### config.mk
export PLATFORM = sky130hd
export DESIGN_NAME = art_timer
export DESIGN_NICKNAME = d
export VERILOG_FILES = /design/src/rtl/art_pkg.sv /design/src/rtl/art_timer.sv
export SDC_FILE = /design/constraint.sdc
export NUM_CORES = 1
export LEC_CHECK = 0
export BUFFER_PORTS_ARGS = -buffer_cell sky130_fd_sc_hd__buf_2
export CAP_MARGIN = 20
export CORE_MARGIN = 2
export CORE_UTILIZATION = 59
export CTS_CLUSTER_DIAMETER = 200
export DETAILED_ROUTE_END_ITERATION = 6
export GPL_ROUTABILITY_DRIVEN = 0
export PLACE_DENSITY = 0.85
export SETUP_SLACK_MARGIN = 0.2
export SKIP_CTS_REPAIR_TIMING = 1
export SLEW_MARGIN = 20
export SYNTH_ARGS = -nofsm -noshare
export SYNTH_HDL_FRONTEND = slang
export SYNTH_SLANG_ARGS = --single-unit
export TNS_END_PERCENT = 1
### constraint.sdc
create_clock -name core_clk_i -period 3.82 [get_ports core_clk_i]
set_input_delay 1.146 -clock core_clk_i [delete_from_list [all_inputs] [get_ports core_clk_i]]
set_output_delay 1.146 -clock core_clk_i [all_outputs]
set_load 0.02 [all_outputs]
### src/rtl/art_pkg.sv
// Package with register map, field positions and timing constants of the reload timer.
package art_pkg;
    // Register byte offsets on the AXI4-Lite bus.
    localparam logic [7:0] ADDR_CONTROL     = 8'h00;
    localparam logic [7:0] ADDR_COUNT       = 8'h04;
    localparam logic [7:0] ADDR_RELOAD      = 8'h08;
    localparam logic [7:0] ADDR_IRQ_STATUS  = 8'h0C;
    localparam logic [7:0] ADDR_IRQ_MASK    = 8'h10;
    localparam logic [7:0] ADDR_VECTOR_ACK  = 8'h14;
    // Control register field positions.
    localparam int BIT_QUALIFY    = 7;
    localparam int BIT_SRC_EXT    = 6;
    localparam int BIT_OVERFLOW   = 5;
    localparam int BIT_RUN        = 4;
    localparam int BIT_A_PENDING  = 3;
    localparam int BIT_A_EDGE_SEL = 2;
    localparam int BIT_B_PENDING  = 1;
    localparam int BIT_B_EDGE_SEL = 0;
    // Status bits: 0 overflow, 1 ext a, 2 ext b.
    localparam int IRQ_OVF = 0;
    localparam int IRQ_A   = 1;
    localparam int IRQ_B   = 2;
    localparam logic [7:0]  CONTROL_RESET = 8'h00;
    localparam logic [15:0] COUNT_RESET   = 16'h0000;
    localparam logic [15:0] RELOAD_RESET  = 16'h0000;
    localparam logic [2:0]  MASK_RESET    = 3'h0;
    // Internal tick is one twelfth of the core clock.
    localparam int          PRESCALE      = 12;
    localparam logic [3:0]  PRESCALE_LAST = 4'(PRESCALE - 1);
    // Sample phase slot within the twelve-cycle machine cycle.
    localparam logic [3:0]  SAMPLE_SLOT   = 4'h6;
    localparam logic [1:0]  RESP_OKAY     = 2'h0;
    localparam logic [1:0]  RESP_SLVERR   = 2'h2;

    // Synchronised pin levels travel together.
    typedef struct packed {
        logic count_in;
        logic irq_a;
        logic irq_b;
    } art_pins_s;
endpackage

### src/rtl/art_timer.sv
// Auto-reload 16-bit timer/counter with control register and AXI4-Lite slave.
//
// Our own choices: the address map and register access over AXI4-Lite.
`timescale 1ns/100ps
//////////////////////////////////////////////////////////////////////////////
// Overview of operation
// - Source is clock/12 or external pin.
// - Sample external pin once per machine cycle.
// - Qualify bit gates counting with pin a.
// - Run bit enables; clear holds count.
// - High and low bytes form 16-bit counter.
// - Overflow loads count from reload registers.
// - Reload registers stay unchanged by reload.
// - Overflow flag set; cleared by vector, reset.
// - Enabled timer interrupt requests on status bit.
// - Edge on pin b sets pending b.
// - Control bits 3..0 pending/select layout.
//////////////////////////////////////////////////////////////////////////////
module art_timer (
    input  wire logic        core_clk_i,      // System clock, 200 MHz.
    input  wire logic        reset_i,         // Synchronous reset, active high.
    input  wire logic        count_pin_i,     // External count input pin.
    input  wire logic        ext_irq_a_i,     // External interrupt pin a.
    input  wire logic        ext_irq_b_i,     // External interrupt pin b.
    input  wire logic        s_axi_awvalid,   // Write address valid.
    output logic             s_axi_awready,   // Write address ready.
    input  wire logic [7:0]  s_axi_awaddr,    // Write address.
    input  wire logic        s_axi_wvalid,    // Write data valid.
    output logic             s_axi_wready,    // Write data ready.
    input  wire logic [31:0] s_axi_wdata,     // Write data.
    input  wire logic [3:0]  s_axi_wstrb,     // Write byte strobes.
    output logic             s_axi_bvalid,    // Write response valid.
    input  wire logic        s_axi_bready,    // Write response ready.
    output logic [1:0]       s_axi_bresp,     // Write response.
    input  wire logic        s_axi_arvalid,   // Read address valid.
    output logic             s_axi_arready,   // Read address ready.
    input  wire logic [7:0]  s_axi_araddr,    // Read address.
    output logic             s_axi_rvalid,    // Read data valid.
    input  wire logic        s_axi_rready,    // Read data ready.
    output logic [31:0]      s_axi_rdata,     // Read data.
    output logic [1:0]       s_axi_rresp,     // Read response.
    output logic             irq_o,           // Level interrupt output.
    output logic             tick_o           // Registered counter tick strobe.
);
    logic [7:0]  control;
    logic [15:0] count;
    logic [15:0] reload;
    logic [2:0]  irq_status;
    logic [2:0]  irq_mask;
    logic [3:0]  prescale;
    logic [2:0]  sync1, sync2, sync3;
    art_pkg::art_pins_s pins, pins_prev;
    logic        sample_en;
    logic        count_sample, count_sample_prev;
    logic        tick;
    logic        ovf;
    logic        edge_a, edge_b, set_a, set_b;
    logic [7:0]  aw_addr;
    logic [31:0] w_data;
    logic [3:0]  w_strb;
    logic        aw_held, w_held;
    logic        wr_fire;
    logic        wr_control, wr_count, wr_reload, wr_status, wr_mask, wr_ack;

    // Decode a register offset into a one-hot strobe; used for both channels.
    function automatic logic hit(input logic [7:0] a, input logic [7:0] off);
        hit = (a[7:2] == off[7:2]);
    endfunction

    //////////////////////////////////////////////////////////////////////////
    // Pin synchronisers; a level is accepted once stages two and three agree.
    always_ff @(posedge core_clk_i) begin
        sync1 <= {count_pin_i, ext_irq_a_i, ext_irq_b_i};
        sync2 <= sync1;
        sync3 <= sync2;
    end

    // Filtered pin levels; a glitch seen by only one stage is ignored.
    always_ff @(posedge core_clk_i) begin
        if (reset_i) begin
            pins      <= '1; // Pins idle high; a low reset value would fake a level request.
            pins_prev <= '1;
        end else begin
            if (sync2 == sync3) begin
                pins <= sync3;
            end
            pins_prev <= pins;
        end
    end

    //////////////////////////////////////////////////////////////////////////
    // Divide by twelve; the wrap is the internal tick.
    always_ff @(posedge core_clk_i) begin
        if (reset_i) begin
            prescale <= 4'h0;
        end else if (prescale == art_pkg::PRESCALE_LAST) begin
            prescale <= 4'h0;
        end else begin
            prescale <= prescale + 4'h1;
        end
    end
    assign sample_en = (prescale == art_pkg::SAMPLE_SLOT);

    // External pin sampled once per machine cycle; a falling edge between samples counts.
    always_ff @(posedge core_clk_i) begin
        if (reset_i) begin
            count_sample      <= 1'b1; // Idle level of the pin, so no false fall after reset.
            count_sample_prev <= 1'b1;
        end else if (sample_en) begin
            count_sample      <= pins.count_in;
            count_sample_prev <= count_sample;
        end
    end

    // Tick selection and qualification.
    always_comb begin
        if (control[art_pkg::BIT_SRC_EXT]) begin
            tick = sample_en && count_sample_prev && !count_sample;
        end else begin
            tick = (prescale == art_pkg::PRESCALE_LAST);
        end
        tick = tick && control[art_pkg::BIT_RUN]
               && (!control[art_pkg::BIT_QUALIFY] || pins.irq_a);
    end
    assign ovf = tick && (count == 16'hFFFF);

    //////////////////////////////////////////////////////////////////////////
    // Counter; software writes win only when no tick lands in that cycle.
    always_ff @(posedge core_clk_i) begin
        if (reset_i) begin
            count <= art_pkg::COUNT_RESET;
        end else if (ovf) begin
            count <= reload;
        end else if (tick) begin
            count <= count + 16'h0001;
        end else if (wr_count) begin
            if (w_strb[0]) count[7:0]  <= w_data[7:0];
            if (w_strb[1]) count[15:8] <= w_data[15:8];
        end
    end

    // Reload pair changes only by software; the reload path only reads it.
    always_ff @(posedge core_clk_i) begin
        if (reset_i) begin
            reload <= art_pkg::RELOAD_RESET;
        end else if (wr_reload) begin
            if (w_strb[0]) reload[7:0]  <= w_data[7:0];
            if (w_strb[1]) reload[15:8] <= w_data[15:8];
        end
    end

    //////////////////////////////////////////////////////////////////////////
    // External interrupt detection: edge mode on falling edge, level mode while low.
    assign edge_a = pins_prev.irq_a && !pins.irq_a;
    assign edge_b = pins_prev.irq_b && !pins.irq_b;
    assign set_a  = control[art_pkg::BIT_A_EDGE_SEL] ? edge_a : !pins.irq_a;
    assign set_b  = control[art_pkg::BIT_B_EDGE_SEL] ? edge_b : !pins.irq_b;

    // Control register; hardware sets win over software and vector clears.
    always_ff @(posedge core_clk_i) begin
        if (reset_i) begin
            control <= art_pkg::CONTROL_RESET;
        end else begin
            if (wr_control && w_strb[0]) begin
                control <= w_data[7:0];
            end
            if (wr_ack && w_strb[0] && w_data[art_pkg::IRQ_OVF]) begin
                control[art_pkg::BIT_OVERFLOW] <= 1'b0;
            end
            if (ovf) begin
                control[art_pkg::BIT_OVERFLOW] <= 1'b1;
            end
            if (set_a) begin
                control[art_pkg::BIT_A_PENDING] <= 1'b1;
            end
            if (set_b) begin
                control[art_pkg::BIT_B_PENDING] <= 1'b1;
            end
        end
    end

    //////////////////////////////////////////////////////////////////////////
    // Sticky status, write one to clear; a new event in the same cycle wins.
    always_ff @(posedge core_clk_i) begin
        if (reset_i) begin
            irq_status <= 3'h0;
        end else begin
            irq_status <= (irq_status & ~((wr_status && w_strb[0]) ? w_data[2:0] : 3'h0))
                          | {set_b, set_a, ovf};
        end
    end

    // Mask register and level interrupt output.
    always_ff @(posedge core_clk_i) begin
        if (reset_i) begin
            irq_mask <= art_pkg::MASK_RESET;
            irq_o    <= 1'b0;
            tick_o   <= 1'b0;
        end else begin
            if (wr_mask && w_strb[0]) irq_mask <= w_data[2:0];
            irq_o  <= |(irq_status & irq_mask);
            tick_o <= tick;
        end
    end

    //////////////////////////////////////////////////////////////////////////
    // Write channel: address and data taken in either order, response after both.
    assign wr_fire    = aw_held && w_held && !s_axi_bvalid;
    assign wr_control = wr_fire && hit(aw_addr, art_pkg::ADDR_CONTROL);
    assign wr_count   = wr_fire && hit(aw_addr, art_pkg::ADDR_COUNT);
    assign wr_reload  = wr_fire && hit(aw_addr, art_pkg::ADDR_RELOAD);
    assign wr_status  = wr_fire && hit(aw_addr, art_pkg::ADDR_IRQ_STATUS);
    assign wr_mask    = wr_fire && hit(aw_addr, art_pkg::ADDR_IRQ_MASK);
    assign wr_ack     = wr_fire && hit(aw_addr, art_pkg::ADDR_VECTOR_ACK);

    always_ff @(posedge core_clk_i) begin
        if (reset_i) begin
            aw_held       <= 1'b0;
            w_held        <= 1'b0;
            aw_addr       <= 8'h00;
            w_data        <= 32'h0000_0000;
            w_strb        <= 4'h0;
            s_axi_awready <= 1'b0;
            s_axi_wready  <= 1'b0;
            s_axi_bvalid  <= 1'b0;
            s_axi_bresp   <= art_pkg::RESP_OKAY;
        end else begin
            s_axi_awready <= !aw_held && !s_axi_awready && !s_axi_bvalid;
            s_axi_wready  <= !w_held && !s_axi_wready && !s_axi_bvalid;
            if (s_axi_awvalid && s_axi_awready) begin
                aw_held <= 1'b1;
                aw_addr <= s_axi_awaddr;
                s_axi_awready <= 1'b0;
            end
            if (s_axi_wvalid && s_axi_wready) begin
                w_held <= 1'b1;
                w_data <= s_axi_wdata;
                w_strb <= s_axi_wstrb;
                s_axi_wready <= 1'b0;
            end
            if (wr_fire) begin
                aw_held      <= 1'b0;
                w_held       <= 1'b0;
                s_axi_bvalid <= 1'b1;
                s_axi_bresp  <= (wr_control || wr_count || wr_reload || wr_status || wr_mask || wr_ack)
                                ? art_pkg::RESP_OKAY : art_pkg::RESP_SLVERR;
            end else if (s_axi_bvalid && s_axi_bready) begin
                s_axi_bvalid <= 1'b0;
            end
        end
    end

    // Read channel: one read at a time, data registered one cycle after the address.
    always_ff @(posedge core_clk_i) begin
        if (reset_i) begin
            s_axi_arready <= 1'b0;
            s_axi_rvalid  <= 1'b0;
            s_axi_rdata   <= 32'h0000_0000;
            s_axi_rresp   <= art_pkg::RESP_OKAY;
        end else begin
            s_axi_arready <= !s_axi_arready && !s_axi_rvalid;
            if (s_axi_arvalid && s_axi_arready) begin
                s_axi_arready <= 1'b0;
                s_axi_rvalid  <= 1'b1;
                s_axi_rresp   <= art_pkg::RESP_OKAY;
                if (hit(s_axi_araddr, art_pkg::ADDR_CONTROL)) begin
                    s_axi_rdata <= {24'h000000, control};
                end else if (hit(s_axi_araddr, art_pkg::ADDR_COUNT)) begin
                    s_axi_rdata <= {16'h0000, count};
                end else if (hit(s_axi_araddr, art_pkg::ADDR_RELOAD)) begin
                    s_axi_rdata <= {16'h0000, reload};
                end else if (hit(s_axi_araddr, art_pkg::ADDR_IRQ_STATUS)) begin
                    s_axi_rdata <= {29'h0000000, irq_status};
                end else if (hit(s_axi_araddr, art_pkg::ADDR_IRQ_MASK)) begin
                    s_axi_rdata <= {29'h0000000, irq_mask};
                end else if (hit(s_axi_araddr, art_pkg::ADDR_VECTOR_ACK)) begin
                    s_axi_rdata <= 32'h0000_0000;
                end else begin
                    s_axi_rdata <= 32'h0000_0000;
                    s_axi_rresp <= art_pkg::RESP_SLVERR;
                end
            end else if (s_axi_rvalid && s_axi_rready) begin
                s_axi_rvalid <= 1'b0;
            end
        end
    end

    //////////////////////////////////////////////////////////////////////////
    // Checks on the counting path and flags.
    property p_hold_when_stopped;
        @(posedge core_clk_i) disable iff (reset_i)
        !control[art_pkg::BIT_RUN] && !wr_count |=> count == $past(count);
    endproperty
    a_hold_when_stopped: assert property (p_hold_when_stopped) else $error("count moved while stopped");

    property p_increment;
        @(posedge core_clk_i) disable iff (reset_i)
        tick && count != 16'hFFFF |=> count == $past(count) + 16'h0001;
    endproperty
    a_increment: assert property (p_increment) else $error("count did not increment");

    property p_reload;
        @(posedge core_clk_i) disable iff (reset_i)
        ovf |=> count == $past(reload) && control[art_pkg::BIT_OVERFLOW];
    endproperty
    a_reload: assert property (p_reload) else $error("overflow did not reload or flag");

    property p_reload_kept;
        @(posedge core_clk_i) disable iff (reset_i)
        ovf && !wr_reload |=> $stable(reload);
    endproperty
    a_reload_kept: assert property (p_reload_kept) else $error("reload changed on overflow");

    property p_internal_rate;
        @(posedge core_clk_i) disable iff (reset_i)
        tick && !control[art_pkg::BIT_SRC_EXT] |=> !tick [*8] ##1 !tick ##1 !tick ##1 !tick;
    endproperty
    a_internal_rate: assert property (p_internal_rate) else $error("internal tick faster than 1/12");

    property p_qualify;
        @(posedge core_clk_i) disable iff (reset_i)
        control[art_pkg::BIT_QUALIFY] && !pins.irq_a |-> !tick;
    endproperty
    a_qualify: assert property (p_qualify) else $error("counted with qualify pin low");

    property p_sample_once;
        @(posedge core_clk_i) disable iff (reset_i)
        tick && control[art_pkg::BIT_SRC_EXT] |-> sample_en;
    endproperty
    a_sample_once: assert property (p_sample_once) else $error("external tick off sample phase");

    property p_irq;
        @(posedge core_clk_i) disable iff (reset_i)
        ovf && irq_mask[art_pkg::IRQ_OVF] |-> ##2 irq_o;
    endproperty
    a_irq: assert property (p_irq) else $error("masked-in overflow raised no interrupt");

    property p_edge_b;
        @(posedge core_clk_i) disable iff (reset_i)
        control[art_pkg::BIT_B_EDGE_SEL] && edge_b |=> control[art_pkg::BIT_B_PENDING];
    endproperty
    a_edge_b: assert property (p_edge_b) else $error("edge on pin b not flagged");

    c_overflow: cover property (@(posedge core_clk_i) disable iff (reset_i) ovf);
    c_ext_tick: cover property (@(posedge core_clk_i) disable iff (reset_i)
                                tick && control[art_pkg::BIT_SRC_EXT]);
    c_irq: cover property (@(posedge core_clk_i) disable iff (reset_i) $rose(irq_o));
endmodule

==> impl_results.md, run 1 <==
* Register area share after synthesis at 44.29%
* Most common cell in the synthesized netlist: dfxtp_1
* P&R area growth vs syn at 16.61%
* Worst path required time at 4.24 ns
* Synth async-reset ratio at 0%
* WHS at 0.3288 ns
* Pwr Total at 3.107 mW
* # port buffers at 64
* FF-to-FF setup slack at 1.13 ns
* Diodes inserted at 0
* RSZ-0062 raised after global routing: false
* Period utilization at 70.31%
* All-Layer GR Usage at 27.01%
* Core Footprint at 8721 sq um
* Largest net degree at the start of global routing at 50
* FP Rows at 34
* Largest family of logic cells by synthesized area: simple AND/OR/NAND/NOR gates
* Worst IR drop on VDD at 386.0 uV
* CTS Buf Count at 17
* Io pins at 105
* Worst-path fanout max at 11
* Drt via density at 6.051
* Die X at 98.68 um
* Multi-input logic area at 2663 sq um
* Hpwl dp at 8533 um
* First-pass GRT wire length at 21330 um
* Fillers at 639
* Post-synth EDFFs at 0
* Element type at the critical path end: register
* Run status: finished clean
* Slew @ Worst Pin at 0.8446 ns
* Util after Layout at 70.72%
* Met3 routed WL at 1219 um
* Synth area leader: dfxtp_1
* Critical-path top delay cell: nor2_1
* Leak at 2.475 nW
* RR Startpoint: prescale[0]
* Mux contribution to synthesized area at 6.813%
* Setup Viol. Count Final at 0
* Compound-Gate Fraction of Synth Area at 16.68%
* Final Net Count at 730
* Final Hold Fails at 0
* Initial Util at 60.65%
* Post-synth top area share at 44.29%
* HP Class: register to register
* Synth Area in XOR/XNOR at 2.484%
* Number of synthesized register bits at 117
* Top sig layer: met4
* Final Slew Violations at 0
* Post-synthesis simple-gate area fraction at 22.03%
* TritonCTS clock tree: built
* Reg-to-Reg End: count[14]
* M1 WL at 5332 um
* Die ar. at 9738 sq um
* Top post-synthesis cells by area: dfxtp_1, mux2i_1, nand2_1
* Vias in the first global route at 4465
* Setup TNS at 0 ns
* Syn_area_per_cell at 8.600 sq um
* Worst path cell trace: ha_1 > and3b_1 > o211ai_1 > nor2_1 > buf_4 > buf_4 > mux2i_1 > a311oi_1
* Share of cells above drive strength 1 at 17.11%
* Crit-path most repeated cell: buf_4
* Clk_skew at 0.007484 ns
* Cell area after synthesis at 5289 sq um
* CP startpoint kind: register
* Post-route ant nets at 0
* Routed len/inst at 16.54 um
* DR iter-0 viols at 400
* R2R cell count at 8
* Pre-antenna DRT Iters at 5
* FF+latch area at 2342 sq um
* Clock sinks at 117
* Commonest cells post-synth: dfxtp_1, nand2_1, nor2_1
* PwrDens at 503.7 nW/um^2
* Routed wire length at 13000 um
* Root buffer cell: clkbuf_8
* Clock transition at path regs at 0.05 ns
* YS warnings at 0
* Distinct cells, synth at 54
* Via Count at 4756
* H-tree depth at 4
* Post-synthesis adder-cell area fraction at 0.7097%
* Worst Setup SP: prescale[0]
* Met2 WL at 6208 um
* Crit path kind: register to register
* Minimum clock period at 2.686 ns
* Max_slew headroom at 43.49%
* # DRC at 0
* MaxCap Viol Count at 0
* Dpl ws at 1.082 ns
* Worst skew pair latency at 0.52 ns
* Max incr delay on CP at 0.68 ns
* Critical Path Sink: count[14]
* Initial antenna violation count at 0
* Arrival time worst endpoint at 3.11 ns
* Max Root-Sink Buffers at 2
* Fmax at 372.3 MHz
* Cells after Synth at 615
* Die H at 98.68 um
* Synth Flop Type: dfxtp_1
* Total gr overflow at 0
* Setup slack after layout at 1.134 ns
sequential cells by signal, summed over array words and instances (netlist names), 4 cells and up:
signal / flops
count: 16
reload: 16
s_axi_rdata: 16
w_data: 16
control: 8
aw_addr: 6
prescale: 4
worst min path at each step:
stage          startpoint  endpoint  slack, ns  depth (start not counted)
3_5_place_dp     sync1[1]  sync2[1]       0.32                          0
4_1_cts          sync1[1]  sync2[1]       0.33                          0
2_1_floorplan    sync1[0]  sync2[0]       0.31                          0
3_3_place_gp     sync1[0]  sync2[0]       0.31                          0
6_report         sync1[1]  sync2[1]       0.33                          0
5_1_grt          sync1[1]  sync2[1]       0.33                          0
worst max-delay path: cells and delay by family (launching register included):
family / cells / cell delay, ns
AOI/OAI and AO/OA: 2 / 0.42
buffers and inverters: 2 / 0.46
DFF: 1 / 0.39
and+or+nand+nor: 2 / 0.98
adders and majority gates: 1 / 0.25
muxes: 1 / 0.09
cells in the final DEF (no fill, tap or decap), drive strengths merged, types with 3 or more instances in the layout:
master / Yosys / final
dfxtp: 117 / 117
nand2: 84 / 84
buf: 32 / 71
nor2: 60 / 60
a21oi: 49 / 49
mux2i: 36 / 36
nor3: 25 / 25
o21ai: 23 / 23
clkbuf: 25 / 22
nand3: 21 / 21
conb: 1 / 18
inv: 13 / 13
a311oi: 11 / 11
a22oi: 10 / 10
xnor2: 9 / 9
a221oi: 8 / 8
nand2b: 7 / 7
nor4: 7 / 7
and2: 6 / 6
xor2: 6 / 6
a211o: 6 / 6
nand4: 6 / 6
clkinv: 0 / 5
nor2b: 4 / 4
o211ai: 4 / 4
a31oi: 4 / 4
or2: 4 / 4
o31ai: 4 / 4
a21o: 4 / 4
bufinv: 0 / 4
and3b: 3 / 3
ha: 3 / 3
and4: 3 / 3
or4: 3 / 3
layout make-up:
type,instances,share of cell area [%]
multi-input combinational,445,43.17
tap,108,2.191
clock buffer,22,7.344
timing repair buffer,71,6.046
inverter,13,0.7912
clock inverter,10,2.475
sequential,117,37.98
stage by stage:
stage          cell area (sq um)  instances
6_report                    6167        786
5_1_grt                     6167        786
4_1_cts                     6155        786
3_5_place_dp                5549        754
3_3_place_gp                5549        754
2_1_floorplan               5353        632
cells by family (layout without fill, tap and decap cells):
| logic type | after synthesis | after routing |
|---|---|---|
| AOI/OAI and AO/OA | 134 | 134 |
| xor gates and xnor gates | 15 | 15 |
| adders and majority gates | 3 | 3 |
| buffers and inverters | 70 | 116 |
| DFF | 117 | 117 |
| muxes | 36 | 36 |
| other | 1 | 18 |
| and+or+nand+nor | 239 | 239 |
power by group:
group          leakage [nW]  internal, mW  switching [mW]  total (mW)
clock                 0.299          1.09           0.534        1.62
sequential            0.952          1.26          0.0381        1.30
combinational          1.22        0.0667           0.120       0.187
total                  2.47          2.41           0.692        3.11
layer usage:
| metal | vias up | track usage (%) |
|---|---|---|
| met1 | 2222 | 34.76 |
| met2 | 261 | 43.54 |
| li1 | 2242 | - |
| met4 | 0 | 9.905 |
| met3 | 31 | 7.660 |
| met5 | - | 0 |
Note: power is estimated with default switching activity, not from simulation.
==> run 2: changes to the inputs <==
CORE_UTILIZATION = 55   (was 59)
PLACE_DENSITY = 0.8   (was 0.85)
clock period = 2.8 ns   (was 3.82 ns; I/O delays follow)
==> run 2 against run 1 <==
Routed wire length shrank 1.8%. Largest power group unchanged. Via count down 3.3%. Cell area shrank 0.22%. Critical path type unchanged. Highest routed layer unchanged. Critical endpoint is now count[10].
==> impl_results.md, run 2 (same netlist as run 1, synthesis figures left out) <==
* Run status: finished clean
* Kind of cell adding the most delay to the critical path: simple AND/OR/NAND/NOR gates
* Max_slew headroom at 54.57%
* # port buffers at 64
* Setup Viol. Count Final at 0
* Finished Layout Cells at 806
* Setup TNS at 0 ns
* Period utilization at 82.14%
* All-Layer GR Usage at 25.20%
* Vias in the first global route at 4221
* Slew @ Worst Pin at 0.6752 ns
* Diodes inserted at 0
* Pwr Total at 4.070 mW
* Total gr overflow at 0
* FP Rows at 35
* First-pass GRT wire length at 20330 um
* Setup slack after layout at 0.4999 ns
* RR Startpoint: prescale[0]
* H-tree depth at 4
* Placed insts at 775
* Critical Path Sink: count[10]
* Max incr delay on CP at 0.50 ns
* Worst Setup SP: prescale[0]
* PwrDens at 661.4 nW/um^2
* Io pins at 105
* CP startpoint kind: register
* Worst IR drop on VDD at 418.8 uV
* Die ar. at 10420 sq um
* Dpl ws at 0.3850 ns
* Initial antenna violation count at 0
* Most frequent cells in the layout: dfxtp_1, nand2_1, buf_2
* DR iter-0 viols at 409
* HP Class: register to register
* Worst skew pair latency at 0.52 ns
* Core Footprint at 9284 sq um
* Drt via density at 5.707
* Root buffer cell: clkbuf_8
* Hold depth at 0
* Fmax at 434.8 MHz
* Max Root-Sink Buffers at 2
* Critical-path top delay cell: and4_4
* Final Hold Fails at 0
* Clock transition at path regs at 0.05 ns
* Clock sinks at 117
* Worst path required time at 3.22 ns
* Minimum clock period at 2.300 ns
* Pre-antenna DRT Iters at 5
* Util after Layout at 66.28%
* Leak at 2.452 nW
* Final instance area at 6153 sq um
* CP bufs+invs at 0
* Share of cells above drive strength 1 at 16.99%
* P&R area growth vs syn at 16.35%
* Reg-to-Reg End: count[10]
* Initial Util at 56.97%
* Routed wire length at 12760 um
* WP depth at 6
* FF-to-FF setup slack at 0.50 ns
* Post-route ant nets at 0
* Die X at 102.1 um
* Final Slew Violations at 0
* RSZ-0062 raised after global routing: false
* Crit path kind: register to register
* Final Net Count at 730
* WHS at 0.3321 ns
* Worst path cell trace: ha_1 > and3b_1 > o211a_1 > and4_4 > nand2_1 > a311oi_1
* R2R cell count at 6
* Largest net degree at the start of global routing at 81
* Die H at 102.1 um
* Via Count at 4600
* Arrival time worst endpoint at 2.72 ns
* # DRC at 0
* Hpwl dp at 8665 um
* DP Area at 5588 sq um
* MaxCap Viol Count at 0
* TritonCTS clock tree: built
* Worst-path fanout max at 21
* Clk_skew at 0.006199 ns
* Commonest non-fill, non-tap cell in the layout: dfxtp_1
* Element type at the critical path end: register
* CTS Buf Count at 17
* Routed len/inst at 15.83 um
-- run 2: how the worst min path moves through the flow --
stage                         from        to  slack, ns
after detailed placement  sync1[0]  sync2[0]       0.31
after floorplan           sync1[0]  sync2[0]       0.31
after global routing      sync1[1]  sync2[1]       0.34
final                     sync1[2]  sync2[2]       0.33
after CTS                 sync1[2]  sync2[2]       0.33
after global placement    sync1[2]  sync2[2]       0.31
-- run 2: area by class of cell --
class | count | area [sq um]
fillers | 764 | 3131
multi-input cells | 445 | 2650
flip-flops and latches | 117 | 2342
clock buffers | 22 | 462.9
repair buffers | 71 | 385.4
well taps | 129 | 161.4
clock inverters | 9 | 102.6
inverters | 13 | 48.80
-- run 2: routing by layer --
layer  GRT usage (%)  vias to the layer above  share of wire [%]
li1                -                     2237                  -
met1           33.76                     2126                 43
met2           39.52                      212                 47
met3           6.430                       25                8.0
met4           9.333                        0                2.0
met5               0                        -                  0
-- run 2: power by group --
group	switching [mW]	internal, mW
registers	0.0507	1.72
logic	0.163	0.0917
clock network	0.721	1.32
==> run 3: changes to the inputs <==
CORE_UTILIZATION = 50   (was 55)
PLACE_DENSITY = 0.76   (was 0.8)
clock period = 2 ns   (was 2.8 ns; I/O delays follow)
==> run 3 against run 2 <==
The flow now finishes with violations (DRC). Largest power group unchanged. Combinational power is 48% higher. Global-route usage is 1.6 points lower. Critical endpoint is now count[7]. Core utilization is 2.6 points lower.
==> impl_results.md, run 3 (same netlist as run 1, synthesis figures left out) <==
* Run status: complete, but fails checks
* Failing checks: DRC
* Leak at 2.655 nW
* MaxCap Viol Count at 0
* Vias in the first global route at 4496
* DP Area at 5861 sq um
* FP Rows at 37
* Total gr overflow at 0
* Hpwl dp at 9307 um
* Final Slew Violations at 0
* Root buffer cell: clkbuf_8
* HP Class: primary input to register
* Die ar. at 11420 sq um
* DR iter-0 viols at 263
* Crit path kind: register to register
* Pre-antenna DRT Iters at 7
* P&R area growth vs syn at 23.68%
* Drt via density at 5.669
* Clk_skew at 0.009587 ns
* Worst IR drop on VDD at 677.3 uV
* RSZ-0062 raised after global routing: true
* Routed wire length at 13440 um
* Routed len/inst at 15.83 um
* Element type at the critical path end: register
* Largest net degree at the start of global routing at 64
* Worst skew pair latency at 0.53 ns
* Initial Util at 51.46%
* Die X at 106.8 um
* Fillers at 868
* Placed insts at 815
* PwrDens at 908.8 nW/um^2
* # DRC at 1
* Post-route ant nets at 0
* All-Layer GR Usage at 23.64%
* Share of cells above drive strength 1 at 23.28%
* H-tree depth at 4
* Die H at 106.8 um
* TritonCTS clock tree: built
* CTS Buf Count at 17
* Clock transition at path regs at 0.06 ns
* Worst path required time at 2.44 ns
* Commonest non-fill, non-tap cell in the layout: dfxtp_1
* Arrival time worst endpoint at 2.36 ns
* Final Hold Fails at 0
* Clock sinks at 117
* Max Root-Sink Buffers at 2
* Initial antenna violation count at 0
* First-pass GRT wire length at 21530 um
* Io pins at 105
* Setup Viol. Count Final at 0
* Final Net Count at 765
* Core Footprint at 10280 sq um
* Worst-path fanout max at 9
* Final instance area at 6541 sq um
* Period utilization at 95.97%
* # port buffers at 64
* Minimum clock period at 1.919 ns
* Diodes inserted at 0
* Most frequent cells in the layout: dfxtp_1, nand2_1, buf_2
* Via Count at 4813
* Finished Layout Cells at 849
* Fmax at 521.0 MHz
* CP startpoint kind: register
run 3: area by class of cell:
class                   instances  area [sq um]  share of cell area (%)
multi-input cells             446          2710                   41.43
flip-flops and latches        117          2345                   35.85
repair buffers                105         660.6                   10.10
clock buffers                  18         427.9                   6.542
clock inverters                14         178.9                   2.735
well taps                     136         170.2                   2.601
inverters                      13         48.80                  0.7460
run 3: where the power goes:
part	internal [mW]	switching (mW)	leakage (nW)
combinational	0.144	0.234	1.41
clock	1.94	1.15	0.288
sequential	2.41	0.0703	0.953
run 3: layer usage:
layer,track usage [%],share of wire (%),vias to the layer above
met5,0,0,-
met1,30.88,44,2253
li1,-,-,2319
met4,9.184,1.9,0
met2,38.13,47,212
met3,5.289,7.3,29
run 3: through the flow:
step	setup TNS (ns)	hold slack (ns)	total power, mW	setup slack [ns]	utilization (%)
finish	0	0.1669	5.945	0.08054	63.65
global route	-0.01121	0.1581	6.120	-0.006944	63.65
CTS	0	0.1541	5.955	0.03833	62.93
detailed placement	-0.8536	0.3121	2.897	-0.09329	57.02
global placement	-0.4020	0.3117	2.879	-0.04415	57.02
floorplan	0	0.3096	2.784	0.08811	-
run 3: final timing paths:
| kind | startpoint | endpoint | slack, ns | cells after the start |
|---|---|---|---|---|
| setup / recovery | prescale[1] | count[7] | 0.08 | 7 |
| hold / removal | count_pin_i | sync1[2] | 0.17 | 1 |
| setup reg to reg | prescale[1] | count[7] | 0.08 | 7 |
| hold reg to reg | sync1[0] | sync2[0] | 0.33 | 0 |
run 3: worst max-delay path: stages, from the launching register on:
cell      delay [ns]
dfxtp_1         0.35
ha_2            0.19
and3b_2         0.22
o211a_1         0.23
buf_4           0.20
a21oi_1         0.10
a211o_1         0.29
a311oi_1        0.25
